==> config.mk <==
export PLATFORM = sky130hd
export DESIGN_NAME = mfr_fault_top
export DESIGN_NICKNAME = d
export VERILOG_FILES = /design/src/hw/mfr_pkg.sv /design/src/hw/mfr_sync3.sv /design/src/hw/mfr_fault_top.sv
export VERILOG_INCLUDE_DIRS = /design/src /design/src/hw
export SDC_FILE = /design/constraint.sdc
export NUM_CORES = 1
export LEC_CHECK = 0
export BUFFER_PORTS_ARGS = -buffer_cell sky130_fd_sc_hd__buf_2
export CAP_MARGIN = 20
export CORE_ASPECT_RATIO = 0.8
export CORE_MARGIN = 2
export CORE_UTILIZATION = 38
export CTS_BUF_LIST = sky130_fd_sc_hd__clkbuf_16
export DETAILED_ROUTE_END_ITERATION = 6
export HOLD_SLACK_MARGIN = 0.02
export PLACE_DENSITY_LB_ADDON = 0.05
export SETUP_SLACK_MARGIN = 0.02
export SLEW_MARGIN = 20
export SYNTH_ARGS = -nofsm -noshare
export SYNTH_HDL_FRONTEND = slang
export SYNTH_SLANG_ARGS = --single-unit
==> constraint.sdc <==
create_clock -name CLK -period 7.37 [get_ports CLK]
set_input_delay 1.8425 -clock CLK [delete_from_list [all_inputs] [get_ports CLK]]
set_output_delay 1.8425 -clock CLK [all_outputs]
set_load 0.1 [all_outputs]
==> src/hw/mfr_regs.svh <==
`ifndef MFR_REGS_SVH
`define MFR_REGS_SVH

// ==========================================================================
// register offsets (byte addresses, one word each)
`define MFR_ADDR_W 12
`define MFR_CTRL_OFS 12'h000
`define MFR_RETRY_OFS 12'h004
`define MFR_IRQ_STS_OFS 12'h008
`define MFR_IRQ_MSK_OFS 12'h00C
`define MFR_FLT_OFS 12'h010

// ==========================================================================
// control register fields
`define MFR_CTRL_SEL_LSB 0
`define MFR_CTRL_SEL_MSB 3
`define MFR_CTRL_TMO_EN 4
`define MFR_CTRL_THERMAL_WARNING_REPORT_EN 5
`define MFR_CTRL_MEAS 6
`define MFR_CTRL_RES 7
`define MFR_CTRL_IND 8
`define MFR_CTRL_KE 9
`define MFR_CTRL_CLR 31
`define MFR_SEL_RST 4'h0
`define MFR_RETRY_W 24
`define MFR_RETRY_RST 24'h000064

// ==========================================================================
// fault flag positions (interrupt registers share only the low nine flags, not the fault-only fields)
`define MFR_EV_W 9
`define MFR_FL_LOCK 0
`define MFR_FL_RAMPUP 1
`define MFR_FL_RAMPDN 2
`define MFR_FL_RATE 3
`define MFR_FL_MPOS 4
`define MFR_FL_MBEMF 5
`define MFR_FL_OTW 6
`define MFR_FL_TSD 7
`define MFR_FL_CPUV 8
`define MFR_FLT_CTRL 9
`define MFR_FLT_DRV 10
`define MFR_FLT_BR_LSB 12
`define MFR_FLT_BR_MSB 14

// ==========================================================================
// pin input vector positions
`define MFR_PIN_W 10
`define MFR_PIN_ILIM 0
`define MFR_PIN_UP 1
`define MFR_PIN_DN 2
`define MFR_PIN_EARLY 3
`define MFR_PIN_BEMF 4
`define MFR_PIN_OTW_HOT 5
`define MFR_PIN_OTW_COOL 6
`define MFR_PIN_TSD_HOT 7
`define MFR_PIN_TSD_COOL 8
`define MFR_PIN_CPUV 9

// ==========================================================================
// timing
`define MFR_CLK_KHZ 100000
`define MFR_IPD_TMO_MS 500
`define MFR_IPD_CNT_W 26

`endif

==> src/hw/mfr_pkg.sv <==
package mfr_pkg;

    typedef enum logic [2:0] {
        MFR_BR_HIZ = 3'b000,
        MFR_BR_RECIRC = 3'b001,
        MFR_BR_HS_BRAKE = 3'b010,
        MFR_BR_LS_BRAKE = 3'b011,
        MFR_BR_ACTIVE = 3'b100
    } mfr_bridge_t;

    typedef enum logic [1:0] {
        MFR_LK_IDLE = 2'b00,
        MFR_LK_LATCH = 2'b01,
        MFR_LK_RETRY = 2'b10,
        MFR_LK_REPORT = 2'b11
    } mfr_lock_st_t;

    typedef enum logic [1:0] {
        MFR_ACT_LATCH = 2'b00,
        MFR_ACT_RETRY = 2'b01,
        MFR_ACT_REPORT = 2'b10,
        MFR_ACT_IGNORE = 2'b11
    } mfr_lock_act_t;

    // low bit set with top bit set means ignore; other top-bit codes report
    function automatic mfr_lock_act_t mfr_lock_act(input logic [3:0] sel);
        if (!sel[3]) begin
            mfr_lock_act = sel[2] ? MFR_ACT_RETRY : MFR_ACT_LATCH;
        end else begin
            mfr_lock_act = sel[0] ? MFR_ACT_IGNORE : MFR_ACT_REPORT;
        end
    endfunction

endpackage

==> src/hw/mfr_sync3.sv <==
`timescale 1ns/10ps
`default_nettype none
module mfr_sync3 #(
    parameter int W = 1
) (
    input wire logic clk,
    input wire logic rst_n,
    input wire logic [W-1:0] d,
    output logic [W-1:0] q
);
    logic [W-1:0] s1_r;
    logic [W-1:0] s2_r;
    logic [W-1:0] s3_r;

    always_ff @(posedge clk or negedge rst_n) begin
        if (!rst_n) begin
            s1_r <= '0;
            s2_r <= '0;
            s3_r <= '0;
        end else begin
            s1_r <= d;
            s2_r <= s1_r;
            s3_r <= s2_r;
        end
    end

    // a bit moves only once the last two stages agree
    always_ff @(posedge clk or negedge rst_n) begin
        if (!rst_n) begin
            q <= '0;
        end else begin
            for (int i = 0; i < W; i++) begin
                if (s2_r[i] == s3_r[i]) begin
                    q[i] <= s3_r[i];
                end
            end
        end
    end
endmodule
`default_nettype wire

==> src/hw/mfr_fault_top.sv <==
// Our own choices: the APB interface to the registers and the register addresses.
`timescale 1ns/10ps
`default_nettype none
`include "mfr_regs.svh"
module mfr_fault_top #(
    parameter int IPD_TMO_CYC = `MFR_IPD_TMO_MS * `MFR_CLK_KHZ
) (
    input wire logic CLK,
    input wire logic NRST,
    input wire logic PSEL,
    input wire logic PENABLE,
    input wire logic PWRITE,
    input wire logic [`MFR_ADDR_W-1:0] PADDR,
    input wire logic [31:0] PWDATA,
    output logic [31:0] PRDATA,
    output logic PREADY,
    output logic PSLVERR,
    output logic IRQ,
    input wire logic ILIM_OVER,
    input wire logic IPD_RAMPUP_ACT,
    input wire logic IPD_RAMPDN_ACT,
    input wire logic IPD_PULSE_EARLY,
    input wire logic BEMF_BELOW_THR,
    input wire logic OTW_HOT,
    input wire logic OTW_COOL,
    input wire logic TSD_HOT,
    input wire logic TSD_COOL,
    input wire logic CHARGE_PUMP_UV,
    input wire logic ANALOG_SUPPLY_UNDERVOLTAGE,
    input wire logic BUCK_UNDERVOLTAGE,
    output logic FAULT_OUT_N,
    output var mfr_pkg::mfr_bridge_t BRIDGE_STATE,
    output logic CHARGE_PUMP_EN,
    output logic CONTROLLER_EN,
    output logic BUCK_HS_EN,
    output logic BUCK_LS_EN
);
    import mfr_pkg::*;

    // ======================================================================
    // reset
    logic rst_a_n;
    logic rst_s1_r;
    logic rst_n;

    assign rst_a_n = NRST & ~ANALOG_SUPPLY_UNDERVOLTAGE & ~BUCK_UNDERVOLTAGE;

    always_ff @(posedge CLK or negedge rst_a_n) begin
        if (!rst_a_n) begin
            rst_s1_r <= 1'b0;
            rst_n <= 1'b0;
        end else begin
            rst_s1_r <= 1'b1;
            rst_n <= rst_s1_r;
        end
    end

    // buck FETs off
    // straight from the comparator: the buck must stop without a clock
    assign BUCK_HS_EN = ~BUCK_UNDERVOLTAGE;
    assign BUCK_LS_EN = ~BUCK_UNDERVOLTAGE;

    always_ff @(posedge CLK or negedge rst_n) begin
        if (!rst_n) begin
            CHARGE_PUMP_EN <= 1'b0;
            CONTROLLER_EN <= 1'b0;
        end else begin
            CHARGE_PUMP_EN <= 1'b1;
            CONTROLLER_EN <= 1'b1;
        end
    end

    // ======================================================================
    // pin synchronisers
    logic [`MFR_PIN_W-1:0] pin_s;

    mfr_sync3 #(.W(`MFR_PIN_W)) u_sync (
        .clk(CLK),
        .rst_n(rst_n),
        .d({CHARGE_PUMP_UV, TSD_COOL, TSD_HOT, OTW_COOL, OTW_HOT,
            BEMF_BELOW_THR, IPD_PULSE_EARLY, IPD_RAMPDN_ACT,
            IPD_RAMPUP_ACT, ILIM_OVER}),
        .q(pin_s)
    );

    // ======================================================================
    // register bus
    logic [3:0] sel_r;
    logic tmo_en_r;
    logic thermal_warning_report_en_r;
    logic meas_r;
    logic res_r;
    logic ind_r;
    logic ke_r;
    logic clr_r;
    logic [`MFR_RETRY_W-1:0] retry_r;
    logic [`MFR_EV_W-1:0] sts_r;
    logic [`MFR_EV_W-1:0] msk_r;
    logic [`MFR_EV_W-1:0] fl_r;
    logic [`MFR_EV_W-1:0] fl_prev_r;
    logic ctrl_flt;
    logic drv_flt;
    logic hit;
    logic acc;
    logic wr;
    logic [31:0] rd_mux;

    assign acc = PSEL & PENABLE;
    assign hit = (PADDR == `MFR_CTRL_OFS) || (PADDR == `MFR_RETRY_OFS) ||
                 (PADDR == `MFR_IRQ_STS_OFS) || (PADDR == `MFR_IRQ_MSK_OFS) ||
                 (PADDR == `MFR_FLT_OFS);
    assign wr = acc & PWRITE & hit;
    assign PREADY = 1'b1;
    assign PSLVERR = acc & ~hit;

    always_comb begin
        rd_mux = '0;
        unique case (PADDR)
            `MFR_CTRL_OFS: begin
                rd_mux[`MFR_CTRL_SEL_MSB:`MFR_CTRL_SEL_LSB] = sel_r;
                rd_mux[`MFR_CTRL_TMO_EN] = tmo_en_r;
                rd_mux[`MFR_CTRL_THERMAL_WARNING_REPORT_EN] = thermal_warning_report_en_r;
                rd_mux[`MFR_CTRL_MEAS] = meas_r;
                rd_mux[`MFR_CTRL_RES] = res_r;
                rd_mux[`MFR_CTRL_IND] = ind_r;
                rd_mux[`MFR_CTRL_KE] = ke_r;
            end
            `MFR_RETRY_OFS: rd_mux[`MFR_RETRY_W-1:0] = retry_r;
            `MFR_IRQ_STS_OFS: rd_mux[`MFR_EV_W-1:0] = sts_r;
            `MFR_IRQ_MSK_OFS: rd_mux[`MFR_EV_W-1:0] = msk_r;
            `MFR_FLT_OFS: begin
                rd_mux[`MFR_EV_W-1:0] = fl_r;
                rd_mux[`MFR_FLT_CTRL] = ctrl_flt;
                rd_mux[`MFR_FLT_DRV] = drv_flt;
                rd_mux[`MFR_FLT_BR_MSB:`MFR_FLT_BR_LSB] = BRIDGE_STATE;
            end
            default: rd_mux = '0;
        endcase
    end

    // read data captured in setup so it stands through the access phase
    always_ff @(posedge CLK or negedge rst_n) begin
        if (!rst_n) begin
            PRDATA <= '0;
        end else if (PSEL && !PENABLE && !PWRITE) begin
            PRDATA <= rd_mux;
        end
    end

    always_ff @(posedge CLK or negedge rst_n) begin
        if (!rst_n) begin
            sel_r <= `MFR_SEL_RST;
            tmo_en_r <= 1'b0;
            thermal_warning_report_en_r <= 1'b0;
            meas_r <= 1'b0;
            res_r <= 1'b0;
            ind_r <= 1'b0;
            ke_r <= 1'b0;
            retry_r <= `MFR_RETRY_RST;
            msk_r <= '0;
        end else if (wr) begin
            if (PADDR == `MFR_CTRL_OFS) begin
                sel_r <= PWDATA[`MFR_CTRL_SEL_MSB:`MFR_CTRL_SEL_LSB];
                tmo_en_r <= PWDATA[`MFR_CTRL_TMO_EN];
                thermal_warning_report_en_r <= PWDATA[`MFR_CTRL_THERMAL_WARNING_REPORT_EN];
                meas_r <= PWDATA[`MFR_CTRL_MEAS];
                res_r <= PWDATA[`MFR_CTRL_RES];
                ind_r <= PWDATA[`MFR_CTRL_IND];
                ke_r <= PWDATA[`MFR_CTRL_KE];
            end
            if (PADDR == `MFR_RETRY_OFS) begin
                retry_r <= PWDATA[`MFR_RETRY_W-1:0];
            end
            if (PADDR == `MFR_IRQ_MSK_OFS) begin
                msk_r <= PWDATA[`MFR_EV_W-1:0];
            end
        end
    end

    // clear command is a one-cycle pulse
    always_ff @(posedge CLK or negedge rst_n) begin
        if (!rst_n) begin
            clr_r <= 1'b0;
        end else begin
            clr_r <= wr && (PADDR == `MFR_CTRL_OFS) && PWDATA[`MFR_CTRL_CLR];
        end
    end

    // ======================================================================
    // position-detect ramp timer
    logic [`MFR_IPD_CNT_W-1:0] ipd_cnt_r;
    logic ramp_act;
    logic tmo_hit;

    assign ramp_act = pin_s[`MFR_PIN_UP] | pin_s[`MFR_PIN_DN];
    assign tmo_hit = ramp_act &&
        (ipd_cnt_r == `MFR_IPD_CNT_W'(IPD_TMO_CYC - 1));

    // saturates so a stuck ramp flags only once
    always_ff @(posedge CLK or negedge rst_n) begin
        if (!rst_n) begin
            ipd_cnt_r <= '0;
        end else if (!ramp_act) begin
            ipd_cnt_r <= '0;
        end else if (ipd_cnt_r != `MFR_IPD_CNT_W'(IPD_TMO_CYC)) begin
            ipd_cnt_r <= ipd_cnt_r + 1'b1;
        end
    end

    // ======================================================================
    // software lock current limit
    mfr_lock_st_t lk_st_r;
    logic [1:0] brake_r;
    logic [`MFR_RETRY_W-1:0] rcnt_r;
    logic ilim;

    assign ilim = pin_s[`MFR_PIN_ILIM];

    always_ff @(posedge CLK or negedge rst_n) begin
        if (!rst_n) begin
            lk_st_r <= MFR_LK_IDLE;
        end else begin
            unique case (lk_st_r)
                MFR_LK_IDLE: begin
                    if (ilim) begin
                        unique case (mfr_lock_act(sel_r))
                            MFR_ACT_LATCH: lk_st_r <= MFR_LK_LATCH;
                            MFR_ACT_RETRY: lk_st_r <= MFR_LK_RETRY;
                            MFR_ACT_REPORT: lk_st_r <= MFR_LK_REPORT;
                            MFR_ACT_IGNORE: lk_st_r <= MFR_LK_IDLE;
                        endcase
                    end
                end
                MFR_LK_LATCH, MFR_LK_REPORT: begin
                    if (clr_r && !ilim) begin
                        lk_st_r <= MFR_LK_IDLE;
                    end
                end
                MFR_LK_RETRY: begin
                    if (rcnt_r == '0) begin
                        lk_st_r <= MFR_LK_IDLE;
                    end
                end
            endcase
        end
    end

    always_ff @(posedge CLK or negedge rst_n) begin
        if (!rst_n) begin
            brake_r <= 2'b00;
        end else if (lk_st_r == MFR_LK_IDLE && ilim) begin
            brake_r <= sel_r[1:0];
        end
    end

    always_ff @(posedge CLK or negedge rst_n) begin
        if (!rst_n) begin
            rcnt_r <= '0;
        end else if (lk_st_r == MFR_LK_IDLE) begin
            rcnt_r <= retry_r;
        end else if (lk_st_r == MFR_LK_RETRY && rcnt_r != '0) begin
            rcnt_r <= rcnt_r - 1'b1;
        end
    end

    // ======================================================================
    // fault flags: set wins over clear
    logic [`MFR_EV_W-1:0] fl_set;
    logic [`MFR_EV_W-1:0] fl_clr;
    logic cpuv;

    assign cpuv = pin_s[`MFR_PIN_CPUV];

    always_comb begin
        fl_set = '0;
        fl_clr = '0;
        fl_set[`MFR_FL_RAMPUP] = tmo_en_r & tmo_hit & pin_s[`MFR_PIN_UP];
        fl_set[`MFR_FL_RAMPDN] = tmo_en_r & tmo_hit & pin_s[`MFR_PIN_DN];
        fl_set[`MFR_FL_RATE] = tmo_en_r & pin_s[`MFR_PIN_EARLY];
        fl_set[`MFR_FL_MPOS] = tmo_hit & (meas_r | res_r | ind_r);
        fl_set[`MFR_FL_MBEMF] = pin_s[`MFR_PIN_BEMF] & (meas_r | ke_r);
        fl_set[`MFR_FL_OTW] = pin_s[`MFR_PIN_OTW_HOT];
        fl_set[`MFR_FL_TSD] = pin_s[`MFR_PIN_TSD_HOT];
        fl_set[`MFR_FL_CPUV] = cpuv;
        fl_clr = {`MFR_EV_W{clr_r}};
        fl_clr[`MFR_FL_OTW] = clr_r & pin_s[`MFR_PIN_OTW_COOL];
        fl_clr[`MFR_FL_TSD] = clr_r & pin_s[`MFR_PIN_TSD_COOL];
    end

    always_ff @(posedge CLK or negedge rst_n) begin
        if (!rst_n) begin
            fl_r <= '0;
        end else begin
            fl_r <= (fl_r & ~fl_clr) | fl_set;
            fl_r[`MFR_FL_LOCK] <= (lk_st_r != MFR_LK_IDLE);
        end
    end

    // ======================================================================
    // bridge and fault pin
    logic hiz;

    assign hiz = fl_r[`MFR_FL_RAMPUP] | fl_r[`MFR_FL_RAMPDN] |
                 fl_r[`MFR_FL_RATE] | fl_r[`MFR_FL_MPOS] |
                 fl_r[`MFR_FL_MBEMF] | fl_r[`MFR_FL_TSD] | cpuv;
    // warning reaches pin only if enabled
    assign ctrl_flt = (|fl_r[`MFR_FL_MBEMF:`MFR_FL_LOCK]) |
                      fl_r[`MFR_FL_TSD] | (fl_r[`MFR_FL_OTW] & thermal_warning_report_en_r);
    // driver fault follows live pump level
    assign drv_flt = cpuv;

    always_ff @(posedge CLK or negedge rst_n) begin
        if (!rst_n) begin
            BRIDGE_STATE <= MFR_BR_HIZ;
        end else if (hiz) begin
            BRIDGE_STATE <= MFR_BR_HIZ;
        end else if (lk_st_r == MFR_LK_LATCH || lk_st_r == MFR_LK_RETRY) begin
            BRIDGE_STATE <= mfr_bridge_t'({1'b0, brake_r});
        end else begin
            BRIDGE_STATE <= MFR_BR_ACTIVE;
        end
    end

    always_ff @(posedge CLK or negedge rst_n) begin
        if (!rst_n) begin
            FAULT_OUT_N <= 1'b1;
        end else begin
            FAULT_OUT_N <= ~(ctrl_flt | drv_flt);
        end
    end

    // ======================================================================
    // interrupts: rising flags, cleared by reading, set wins
    logic rd_sts;

    assign rd_sts = acc & ~PWRITE & (PADDR == `MFR_IRQ_STS_OFS);

    always_ff @(posedge CLK or negedge rst_n) begin
        if (!rst_n) begin
            fl_prev_r <= '0;
            sts_r <= '0;
            IRQ <= 1'b0;
        end else begin
            fl_prev_r <= fl_r;
            sts_r <= (sts_r & ~(rd_sts ? PRDATA[`MFR_EV_W-1:0] : '0)) |
                     (fl_r & ~fl_prev_r);
            IRQ <= |(sts_r & msk_r);
        end
    end
endmodule
`default_nettype wire

==> flow_summary.toml, run 1 <==
[yosys]
synth_seq_cells = 197
syn_area_sq_um = 8690
yosysWarningCount = 0
syn_inst = 751
ys_seq_area_share_pct = 56.8
synth_cell_type_count = 68
synthFlopType = "dfrtp_1"
synth_enable_flop_cells = 0
syn_avg_cell_area_sq_um = 11.6
synthArstFlopShare_pct = 100

[sta]
fin_crit_ns = 4.87
fin_ws_ns = 2.50
fin_skew_ns = 0.0127
maxSlewHeadroom_pct = 34.2
finalCritPeriodShare_pct = 66.0
whs_ns = 0.303
setup-tns-final_ns = 0
drv_slew = 0
final-hold-violation-count = 0
setup_violations = 0
fmax_ghz = 0.206
rsz0062_at_grt = "false"
tightest_slew_ns = 0.987

[placed_design]
port_buffers = 87
dp_hpwl_um = 14200
place_congestion = 0.798
pre_cts_slack_ns = 2.50

[critical_path]
path_common_cell = "buf_2"
cpLargestDelayFamily = "buffers and inverters"
r2r_start = "rcnt_r[0]$_DFFE_PN0P_"
required_ns = 5.53
cp_slowest_cell = "buf_2"
slowest_delay_ns = 0.45
arrival_ns = 3.02
cp-start-kind = "primary input"
r2r_setup_slack_ns = 4.54
cp_num_buf_inv = 2
cp_max_fo = 17
r2r_end = "lk_st_r[0]$_DFFE_PN0P_"
critPathKind = "in -> out"
critPathCaptureType = "primary output"
path_cells = "buf_2 -> o21ai_0 -> a31oi_1 -> buf_2"
rr_worst_depth = 7

[final_layout]
insertedDiodeCount = 0
synthToLayoutAreaGrowth_pct = 15.5
final_common_cell = "dfrtp_1"
mostFrequentLayoutCells = "192 x dfrtp_1, 87 x buf_2, 81 x nand2_1"
fill_cells = 2158
drive_gt1_share_pct = 23.9
seq_area_sq_um = 4940
multi_input_area_sq_um = 3490
nNetsFinal = 900

[cts]
cts_setup_buffers = 0
cts_hold_buffers = 0
cts.sinks = 197
htreeDepth = 4
ctsResizeCount = 0
clk_latency_ns = 0.43
clockRootBuffer = "clkbuf_16"
tritoncts = "yes"
cts_buffer_depth = 2
clk_pin_slew_ns = 0.08
cts_inserted_buffers = 17

[hold_path]
hold_path_class = "reg -> async"

[floorplan]
die_w_um = 173
pin_count = 104
die-area_sq_um = 24100
core_area_sq_um = 22400
row_count = 49
start_util_pct = 38.7
die_y_um = 139

[drt]
wl_per_cell_um = 17.8
drt-total-wl_um = 20400
first_pass_iters = 7
drc = 0
route.vias.total = 5819
ant_nets = 0
drt-vias-per-instance = 5.06
drt_iter0_drc = 351

[power]
ir_drop_mv = 0.140
p_sw_share_pct = 25.9
total_power_mw = 2.26
power.leakage_nw = 4.52
p_int_mw = 1.67
p_switching_mw = 0.586
power.density_nw_per_um2 = 225
comb_power_share_pct = 6.1
seqPwrFrac_pct = 50.2
clkPwrFrac_pct = 43.7

[grt]
overflow = 0
grt_pass1_wl_um = 33500
grt_util_all_layers_pct = 17.7
grt_max_degree = 196
grt_pass1_vias = 5851
antenna_found_initial = 0

[status]
status = "complete, no violations"

[run]
cap_viol_max_count = 0
[synthesized netlist by cell type (all sizes together), types with 6 or more instances]
| library cell | n | area [sq um] |
|---|---|---|
| mux2 | 51 | 612 |
| inv | 21 | 78.8 |
| a21o | 6 | 45.0 |
| nand4 | 11 | 75.1 |
| xnor2 | 15 | 131 |
| nor4 | 19 | 180 |
| clkbuf | 20 | 76.3 |
| o21ai | 53 | 273 |
| ha | 8 | 100 |
| buf | 20 | 151 |
| and2 | 7 | 46.3 |
| nand2 | 81 | 304 |
| a211oi | 9 | 67.6 |
| dfrtp | 193 | 4830 |
| nor3 | 14 | 81.3 |
| nand3 | 20 | 113 |
| a21oi | 10 | 50.1 |
| a22o | 10 | 87.6 |
| maj3 | 10 | 100 |
| and3 | 13 | 81.3 |
| mux2i | 21 | 210 |
| xor2 | 22 | 193 |
| nor2 | 50 | 190 |
[worst register-to-register path: cells and delay by family, from the launching register on]
family / cells / cell delay [ns]
compound gates: 2 / 0.70
fa+ha+maj: 1 / 0.18
mux: 1 / 0.35
buf+inv: 1 / 0.14
flops: 1 / 0.44
simple gates: 2 / 0.90
[state kept, by name (all words and copies together), names as in the netlist, 2 cells and up]
signal / cells
rcnt_r: 24
retry_r: 24
BRIDGE_STATE: 3
fl_prev_r: 9
brake_r: 2
u_sync.s3_r: 10
u_sync.s2_r: 10
msk_r: 9
lk_st_r: 2
u_sync.s1_r: 10
sts_r: 9
ipd_cnt_r: 26
PRDATA: 24
sel_r: 4
fl_r: 9
u_sync.q: 10
[through the flow]
step / instances / cell area [sq um] / util, %
final: 1150 / 10000 / 44.7
after detailed placement: 1117 / 9370 / 41.8
after global routing: 1150 / 10000 / 44.7
after CTS: 1149 / 10000 / 44.6
after floorplan: 760 / 8720 / -
after global placement: 1117 / 9360 / 41.7
[routing by layer]
layer  vias to the layer above  track usage, %  routed length (um)
li1                       2817               -                   -
met1                      2883            26.1               10200
met2                       108            26.4                9060
met3                        11            4.10                1050
met4                         0            4.15                 155
met5                         -               0                   0
[layout make-up]
class	count	area share (%)
Timing Repair Buffer	92	5.04
Inverter	21	0.785
Clock inverter	15	2.12
Tap cell	306	3.81
Clock buffer	17	4.24
Multi-Input combinational cell	502	34.8
Sequential cell	197	49.2
[worst max path at each step]
stage                   from  cells past startpoint      end  slack [ns]
floorplan           PADDR[4]                      4  PSLVERR        1.30
detailed placement  PADDR[4]                      4  PSLVERR        2.50
finish              PADDR[2]                      4  PSLVERR        2.50
CTS                 PADDR[4]                      4  PSLVERR        2.50
global route        PADDR[2]                      4  PSLVERR        2.44
global placement    PADDR[4]                      4  PSLVERR        2.53
[power by group through the flow]
| stage | combinational, mW | sequential [mW] | clock [mW] |
|---|---|---|---|
| finish | 0.137 | 1.13 | 0.988 |
| global route | 0.151 | 1.14 | 1.07 |
| CTS | 0.138 | 1.13 | 1.02 |
| detailed placement | 0.138 | 1.16 | 0 |
| global placement | 0.134 | 1.15 | 0 |
| floorplan | 0.0802 | 1.17 | 0 |
[cell families (layout without fill, tap and decap cells)]
group / count (synthesis) / count (layout) / share of synthesized area (%)
compound gates: 117 / 117 / 8.68
xor+xnor: 37 / 37 / 3.73
fa+ha+maj: 18 / 18 / 2.30
buf+inv: 61 / 145 / 3.53
flops: 197 / 197 / 56.8
mux: 72 / 72 / 9.46
other cells: 2 / 11 / 0.0864
simple gates: 247 / 247 / 15.4
Note: power is estimated with default switching activity, not from simulation.
==> inputs of run 2 (changes only) <==
==> constraint.sdc (replaced) <==
create_clock -name CLK -period 4 [get_ports CLK]
set_input_delay 1 -clock CLK [delete_from_list [all_inputs] [get_ports CLK]]
set_output_delay 1 -clock CLK [all_outputs]
set_load 0.1 [all_outputs]
==> run 2 against run 1 <==
  * Non-clock buffer count is 5 higher
  * Sequential power increased by 86%
  * Sequential share of layout area about the same
  * Critical path depth unchanged
  * Clock skew about the same
  * Critical path type unchanged
  * Highest routed layer unchanged
==> flow_summary.toml, run 2 (synthesized netlist as in run 1, its figures left out) <==
[critical_path]
cp_max_fo = 17
path_common_cell = "buf_2"
critPathCaptureType = "primary output"
path_cells = "buf_2 -> o21ai_0 -> a31oi_2 -> buf_2"
required_ns = 3.00
cp-start-kind = "primary input"
cpLargestDelayFamily = "buffers and inverters"
critPathKind = "in -> out"
cp_slowest_cell = "buf_2"
slowest_delay_ns = 0.44
cp_num_buf_inv = 2
arrival_ns = 2.23

[grt]
grt_pass1_wl_um = 33500
overflow = 0
grt_util_all_layers_pct = 17.7
grt_max_degree = 79
grt_pass1_vias = 5925
antenna_found_initial = 0

[floorplan]
die_y_um = 139
pin_count = 104
die_w_um = 173
core_area_sq_um = 22400
start_util_pct = 38.7
row_count = 49
die-area_sq_um = 24100

[hold_path]
hold_path_class = "reg -> async"

[cts]
clk_latency_ns = 0.44
tritoncts = "yes"
cts_buffer_depth = 2
cts_inserted_buffers = 17
htreeDepth = 4
clk_pin_slew_ns = 0.08
cts_setup_buffers = 0
cts.sinks = 197
ctsResizeCount = 0
cts_hold_buffers = 0
clockRootBuffer = "clkbuf_16"

[sta]
finalCritPeriodShare_pct = 80.7
final-hold-violation-count = 0
fin_crit_ns = 3.23
maxSlewHeadroom_pct = 32.6
fmax_ghz = 0.310
whs_ns = 0.281
fin_skew_ns = 0.0129
tightest_slew_ns = 1.01
drv_slew = 0
setup_violations = 0
rsz0062_at_grt = "false"
setup-tns-final_ns = 0

[status]
status = "complete, no violations"

[final_layout]
mostFrequentLayoutCells = "192 x dfrtp_1, 87 x buf_2, 81 x nand2_1"
final_common_cell = "dfrtp_1"
fill_cells = 2150
largest_register_ffs = 26
synthToLayoutAreaGrowth_pct = 15.5
insertedDiodeCount = 0
top_register = "ipd_cnt_r"
drive_gt1_share_pct = 24.4
nNetsFinal = 905

[drt]
drt-vias-per-instance = 5.06
first_pass_iters = 4
wl_per_cell_um = 17.6
drc = 0
drt_iter0_drc = 353
drt-total-wl_um = 20300
ant_nets = 0
route.vias.total = 5839

[power]
p_switching_mw = 1.12
seqPwrFrac_pct = 51.2
clkPwrFrac_pct = 42.8
power.density_nw_per_um2 = 408
power.leakage_nw = 4.52
p_sw_share_pct = 27.3
p_int_mw = 2.97
comb_power_share_pct = 6.1
ir_drop_mv = 0.283

[run]
cap_viol_max_count = 0

[placed_design]
port_buffers = 87
place_congestion = 0.785
dp_hpwl_um = 14500
[run 2: changes by cell type in the layout (fill, tap and decap cells not counted), sizes merged]
| cell | change |
|---|---|
| buf | +5 |
| bufinv | -2 |
| clkinv | +1 |
| clkinvlp | +1 |
[run 2: worst paths after layout]
kind	start	to	slack, ns	cells after the start
hold / removal	rst_n$_DFF_PN0_	PRDATA[13]$_DFFE_PN0P_	0.28	0
setup reg to reg	rcnt_r[0]$_DFFE_PN0P_	lk_st_r[0]$_DFFE_PN0P_	1.25	7
hold reg to reg	rst_n$_DFF_PN0_	PRDATA[13]$_DFFE_PN0P_	0.28	0
max in group asynchronous	rst_n$_DFF_PN0_	ipd_cnt_r[11]$_DFFE_PN0P_	2.68	1
setup / recovery	PADDR[2]	PSLVERR	0.77	4
min in group CLK	u_sync.s1_r[2]$_DFF_PN0_	u_sync.s2_r[2]$_DFF_PN0_	0.35	0
[run 2: power groups by stage]
stage	combinational [mW]	sequential [mW]	clock [mW]
final	0.248	2.10	1.75
after floorplan	0.148	2.16	0
after CTS	0.253	2.10	1.81
after detailed placement	0.250	2.14	0
after global placement	0.245	2.13	0
after global routing	0.271	2.11	1.90
[run 2: per-layer routing]
layer | part of all wire, % | wire length (um) | track usage (%)
met3 | 5.0 | 1020 | 4.21
met4 | 0.64 | 130 | 3.88
met1 | 50 | 10300 | 26.1
met2 | 44 | 8920 | 26.5
met5 | 0 | 0 | 0
[run 2: worst register-to-register path: stages, from the launching register on]
cell     delay, ns
dfrtp_1       0.42
inv_1         0.13
ha_1          0.19
nor3b_1       0.37
nand3_1       0.50
o21ai_2       0.44
o211a_1       0.25
mux2_2        0.34
[run 2: layout make-up]
cell class / count / area [sq um] / area share [%]
Clock buffer: 17 / 425 / 4.24
Clock inverter: 15 / 200 / 1.99
Inverter: 21 / 78.8 / 0.785
Multi-Input combinational cell: 502 / 3490 / 34.8
Sequential cell: 197 / 4940 / 49.2
Tap cell: 306 / 383 / 3.81
Timing Repair Buffer: 97 / 523 / 5.21
[run 2: metrics by stage]
| stage | instances | setup slack [ns] | utilization, % | cell area, sq um | total power, mW |
|---|---|---|---|---|---|
| after floorplan | 760 | 0.137 | - | 8730 | 2.31 |
| after global placement | 1123 | 0.798 | 41.9 | 9410 | 2.38 |
| after detailed placement | 1123 | 0.770 | 41.9 | 9410 | 2.39 |
| after CTS | 1155 | 0.768 | 44.7 | 10000 | 4.16 |
| after global routing | 1155 | 0.687 | 44.7 | 10000 | 4.27 |
| final | 1155 | 0.770 | 44.7 | 10000 | 4.09 |
==> inputs of run 3 (changes only) <==
--- a/config.mk
+++ b/config.mk
@@ -6,6 +6,7 @@
 export SDC_FILE = /design/constraint.sdc
 export NUM_CORES = 1
 export LEC_CHECK = 0
+export ABC_AREA = 1
 export BUFFER_PORTS_ARGS = -buffer_cell sky130_fd_sc_hd__buf_2
 export CAP_MARGIN = 20
 export CORE_ASPECT_RATIO = 0.8
==> constraint.sdc (replaced) <==
create_clock -name CLK -period 2.83 [get_ports CLK]
set_input_delay 0.7075 -clock CLK [delete_from_list [all_inputs] [get_ports CLK]]
set_output_delay 0.7075 -clock CLK [all_outputs]
set_load 0.1 [all_outputs]
==> run 3 against run 2 <==
  * Total power grew 54%
  * Global-route usage rose by 3.2 points
  * Largest power group unchanged
  * Highest routed layer unchanged
  * Register-to-register slack worse by 0.49 ns
  * Core utilization grew 0.085 points
  * Cell count increased by 37%
  * Via count increased by 34%
  * Combinational power rose to 2.5 times the previous value
  * Non-clock buffer count is 14 higher
  * Synthesized cell count rose by 54%
  * Critical path type unchanged
  * Clock power up 54%
  * Count of clock-buffer cells in the layout stayed put
  * Synthesized area up 8.4%
==> flow_summary.toml, run 3 <==
[floorplan]
pin_count = 104
die_w_um = 180
start_util_pct = 38.6
die-area_sq_um = 26100
core_area_sq_um = 24400
die_y_um = 145
row_count = 51

[grt]
antenna_found_initial = 0
grt_util_all_layers_pct = 20.9
grt_pass1_vias = 7279
grt_pass1_wl_um = 41900
grt_max_degree = 87
overflow = 0

[yosys]
synth.top_cell.area_share_pct = 51.3
synthFlopType = "dfrtp_1"
synth_enable_flop_cells = 0
synth_seq_cells = 197
ys_seq_area_share_pct = 52.4
yosysMostFrequentCell = "nand2_1"
syn_avg_cell_area_sq_um = 8.15
syn_area_sq_um = 9420
yosysWarningCount = 0
synth_area_leaders = "dfrtp_1 51%, nand2_1 14%, nand3_1 5.3%, nor2_1 4.6%, inv_1 4.4%"
synth_cell_type_count = 44
synth_area_leader_cell = "dfrtp_1"
netlist_top_cells_count = "347 x nand2_1, 193 x dfrtp_1, 115 x nor2_1"
syn_inst = 1156
synthArstFlopShare_pct = 100

[drt]
drt-vias-per-instance = 4.93
ant_nets = 0
first_pass_iters = 5
drt-total-wl_um = 26400
drt_iter0_drc = 663
drc = 0
route.vias.total = 7802
wl_per_cell_um = 16.7

[sta]
maxSlewHeadroom_pct = 33.1
finalCritPeriodShare_pct = 87.3
fmax_ghz = 0.405
fin_skew_ns = 0.0137
tightest_slew_ns = 1.00
rsz0062_at_grt = "false"
setup-tns-final_ns = 0
drv_slew = 0
final-hold-violation-count = 0
setup_violations = 0
fin_crit_ns = 2.47
fin_ws_ns = 0.360

[cts]
cts_inserted_buffers = 17
cts_buffer_depth = 2
ctsResizeCount = 0
cts_setup_buffers = 0
cts.sinks = 197
htreeDepth = 4
clockRootBuffer = "clkbuf_16"
cts_hold_buffers = 0
tritoncts = "yes"
clk_pin_slew_ns = 0.08
clk_latency_ns = 0.44

[critical_path]
cp-start-kind = "primary input"
critPathKind = "in -> out"
cp_max_fo = 2
arrival_ns = 1.76
required_ns = 2.12
critPathCaptureType = "primary output"

[final_layout]
insertedDiodeCount = 0
largest_register_ffs = 26
fill_cells = 2505
nNetsFinal = 1319
drive_gt1_share_pct = 13.9
top_register = "ipd_cnt_r"
mostFrequentLayoutCells = "347 x nand2_1, 192 x dfrtp_1, 114 x nor2_1"
synthToLayoutAreaGrowth_pct = 16.0
final_common_cell = "nand2_1"

[placed_design]
dp_hpwl_um = 19300
pre_cts_slack_ns = 0.304
place_congestion = 0.851
port_buffers = 87

[hold_path]
hold_path_class = "reg -> async"

[run]
cap_viol_max_count = 0

[power]
power.leakage_nw = 5.52
ir_drop_mv = 0.524
power.density_nw_per_um2 = 577

[status]
status = "complete, no violations"
-- run 3: cell count changes after synthesis, moves of 37 or more --
cell,change
nor2_1,+66
inv_1,+90
nand3_1,+81
nand4_1,+37
mux2_2,-41
nand2_1,+266
-- run 3: cell families after synthesis --
kind of cell             Yosys count  synth area share [%]
AND/OR/NAND/NOR                  655                  30.5
flip-flops                       197                  52.4
buffers and inverters            159                  7.24
AO/OA/AOI/OAI                    110                  6.26
adder cells (fa/ha/maj)           18                  2.13
XOR/XNOR                          15                  1.39
other                              2                0.0797
-- run 3: worst paths after layout --
path	startpoint	end	slack [ns]	cells past startpoint
worst min-delay path	rst_n$_DFF_PN0_	ipd_cnt_r[6]$_DFFE_PN0P_	0.22	0
worst min register to register	rst_n$_DFF_PN0_	ipd_cnt_r[6]$_DFFE_PN0P_	0.22	0
worst max-delay path	PADDR[1]	PSLVERR	0.36	8
min in group CLK	u_sync.s1_r[4]$_DFF_PN0_	u_sync.s2_r[4]$_DFF_PN0_	0.35	0
max in group asynchronous	rst_n$_DFF_PN0_	u_sync.s2_r[0]$_DFF_PN0_	1.81	1
worst max register to register	lk_st_r[1]$_DFFE_PN0P_	rcnt_r[2]$_DFFE_PN0P_	0.76	6
-- run 3: metal layers --
layer,share of wire (%),track usage (%),vias up
met1,56,34.4,3700
met2,39,28.0,195
met3,4.7,3.15,16
met4,0.84,4.88,0
li1,-,-,3891
met5,0,0,-
-- run 3: where the power goes --
group | internal [mW] | total (mW) | leakage, nW | switching [mW]
combinational | 0.146 | 0.627 | 2.73 | 0.481
sequential | 2.90 | 2.98 | 2.47 | 0.0793
clock | 1.46 | 2.70 | 0.319 | 1.24
total | 4.50 | 6.30 | 5.52 | 1.80
-- run 3: final cells by class --
class	count	area, sq um	area share, %
clock buffers	17	425	3.89
clock inverters	15	236	2.16
inverters	114	428	3.92
multi-input cells	809	3840	35.2
flip-flops and latches	197	4940	45.2
well taps	318	398	3.64
repair buffers	111	656	6.00
-- run 3: worst max-delay path, cell delays in order --
cell and delay, ns:
buf_2 0.10, nor2_1 0.22, nand3_1 0.18, nor2_4 0.11, nand2_1 0.09, nand3_4 0.12
nor2_4 0.05, buf_12 0.17
-- run 3: per-stage QoR --
stage	total power, mW	cells	hold slack, ns	utilization [%]	instance area [sq um]
global placement	3.66	1549	0.234	42.1	10300
global route	6.57	1581	0.247	44.8	10900
detailed placement	3.67	1549	0.231	42.1	10300
finish	6.30	1581	0.218	44.8	10900
floorplan	3.49	1165	0.331	-	9460
CTS	6.37	1581	0.229	44.8	10900
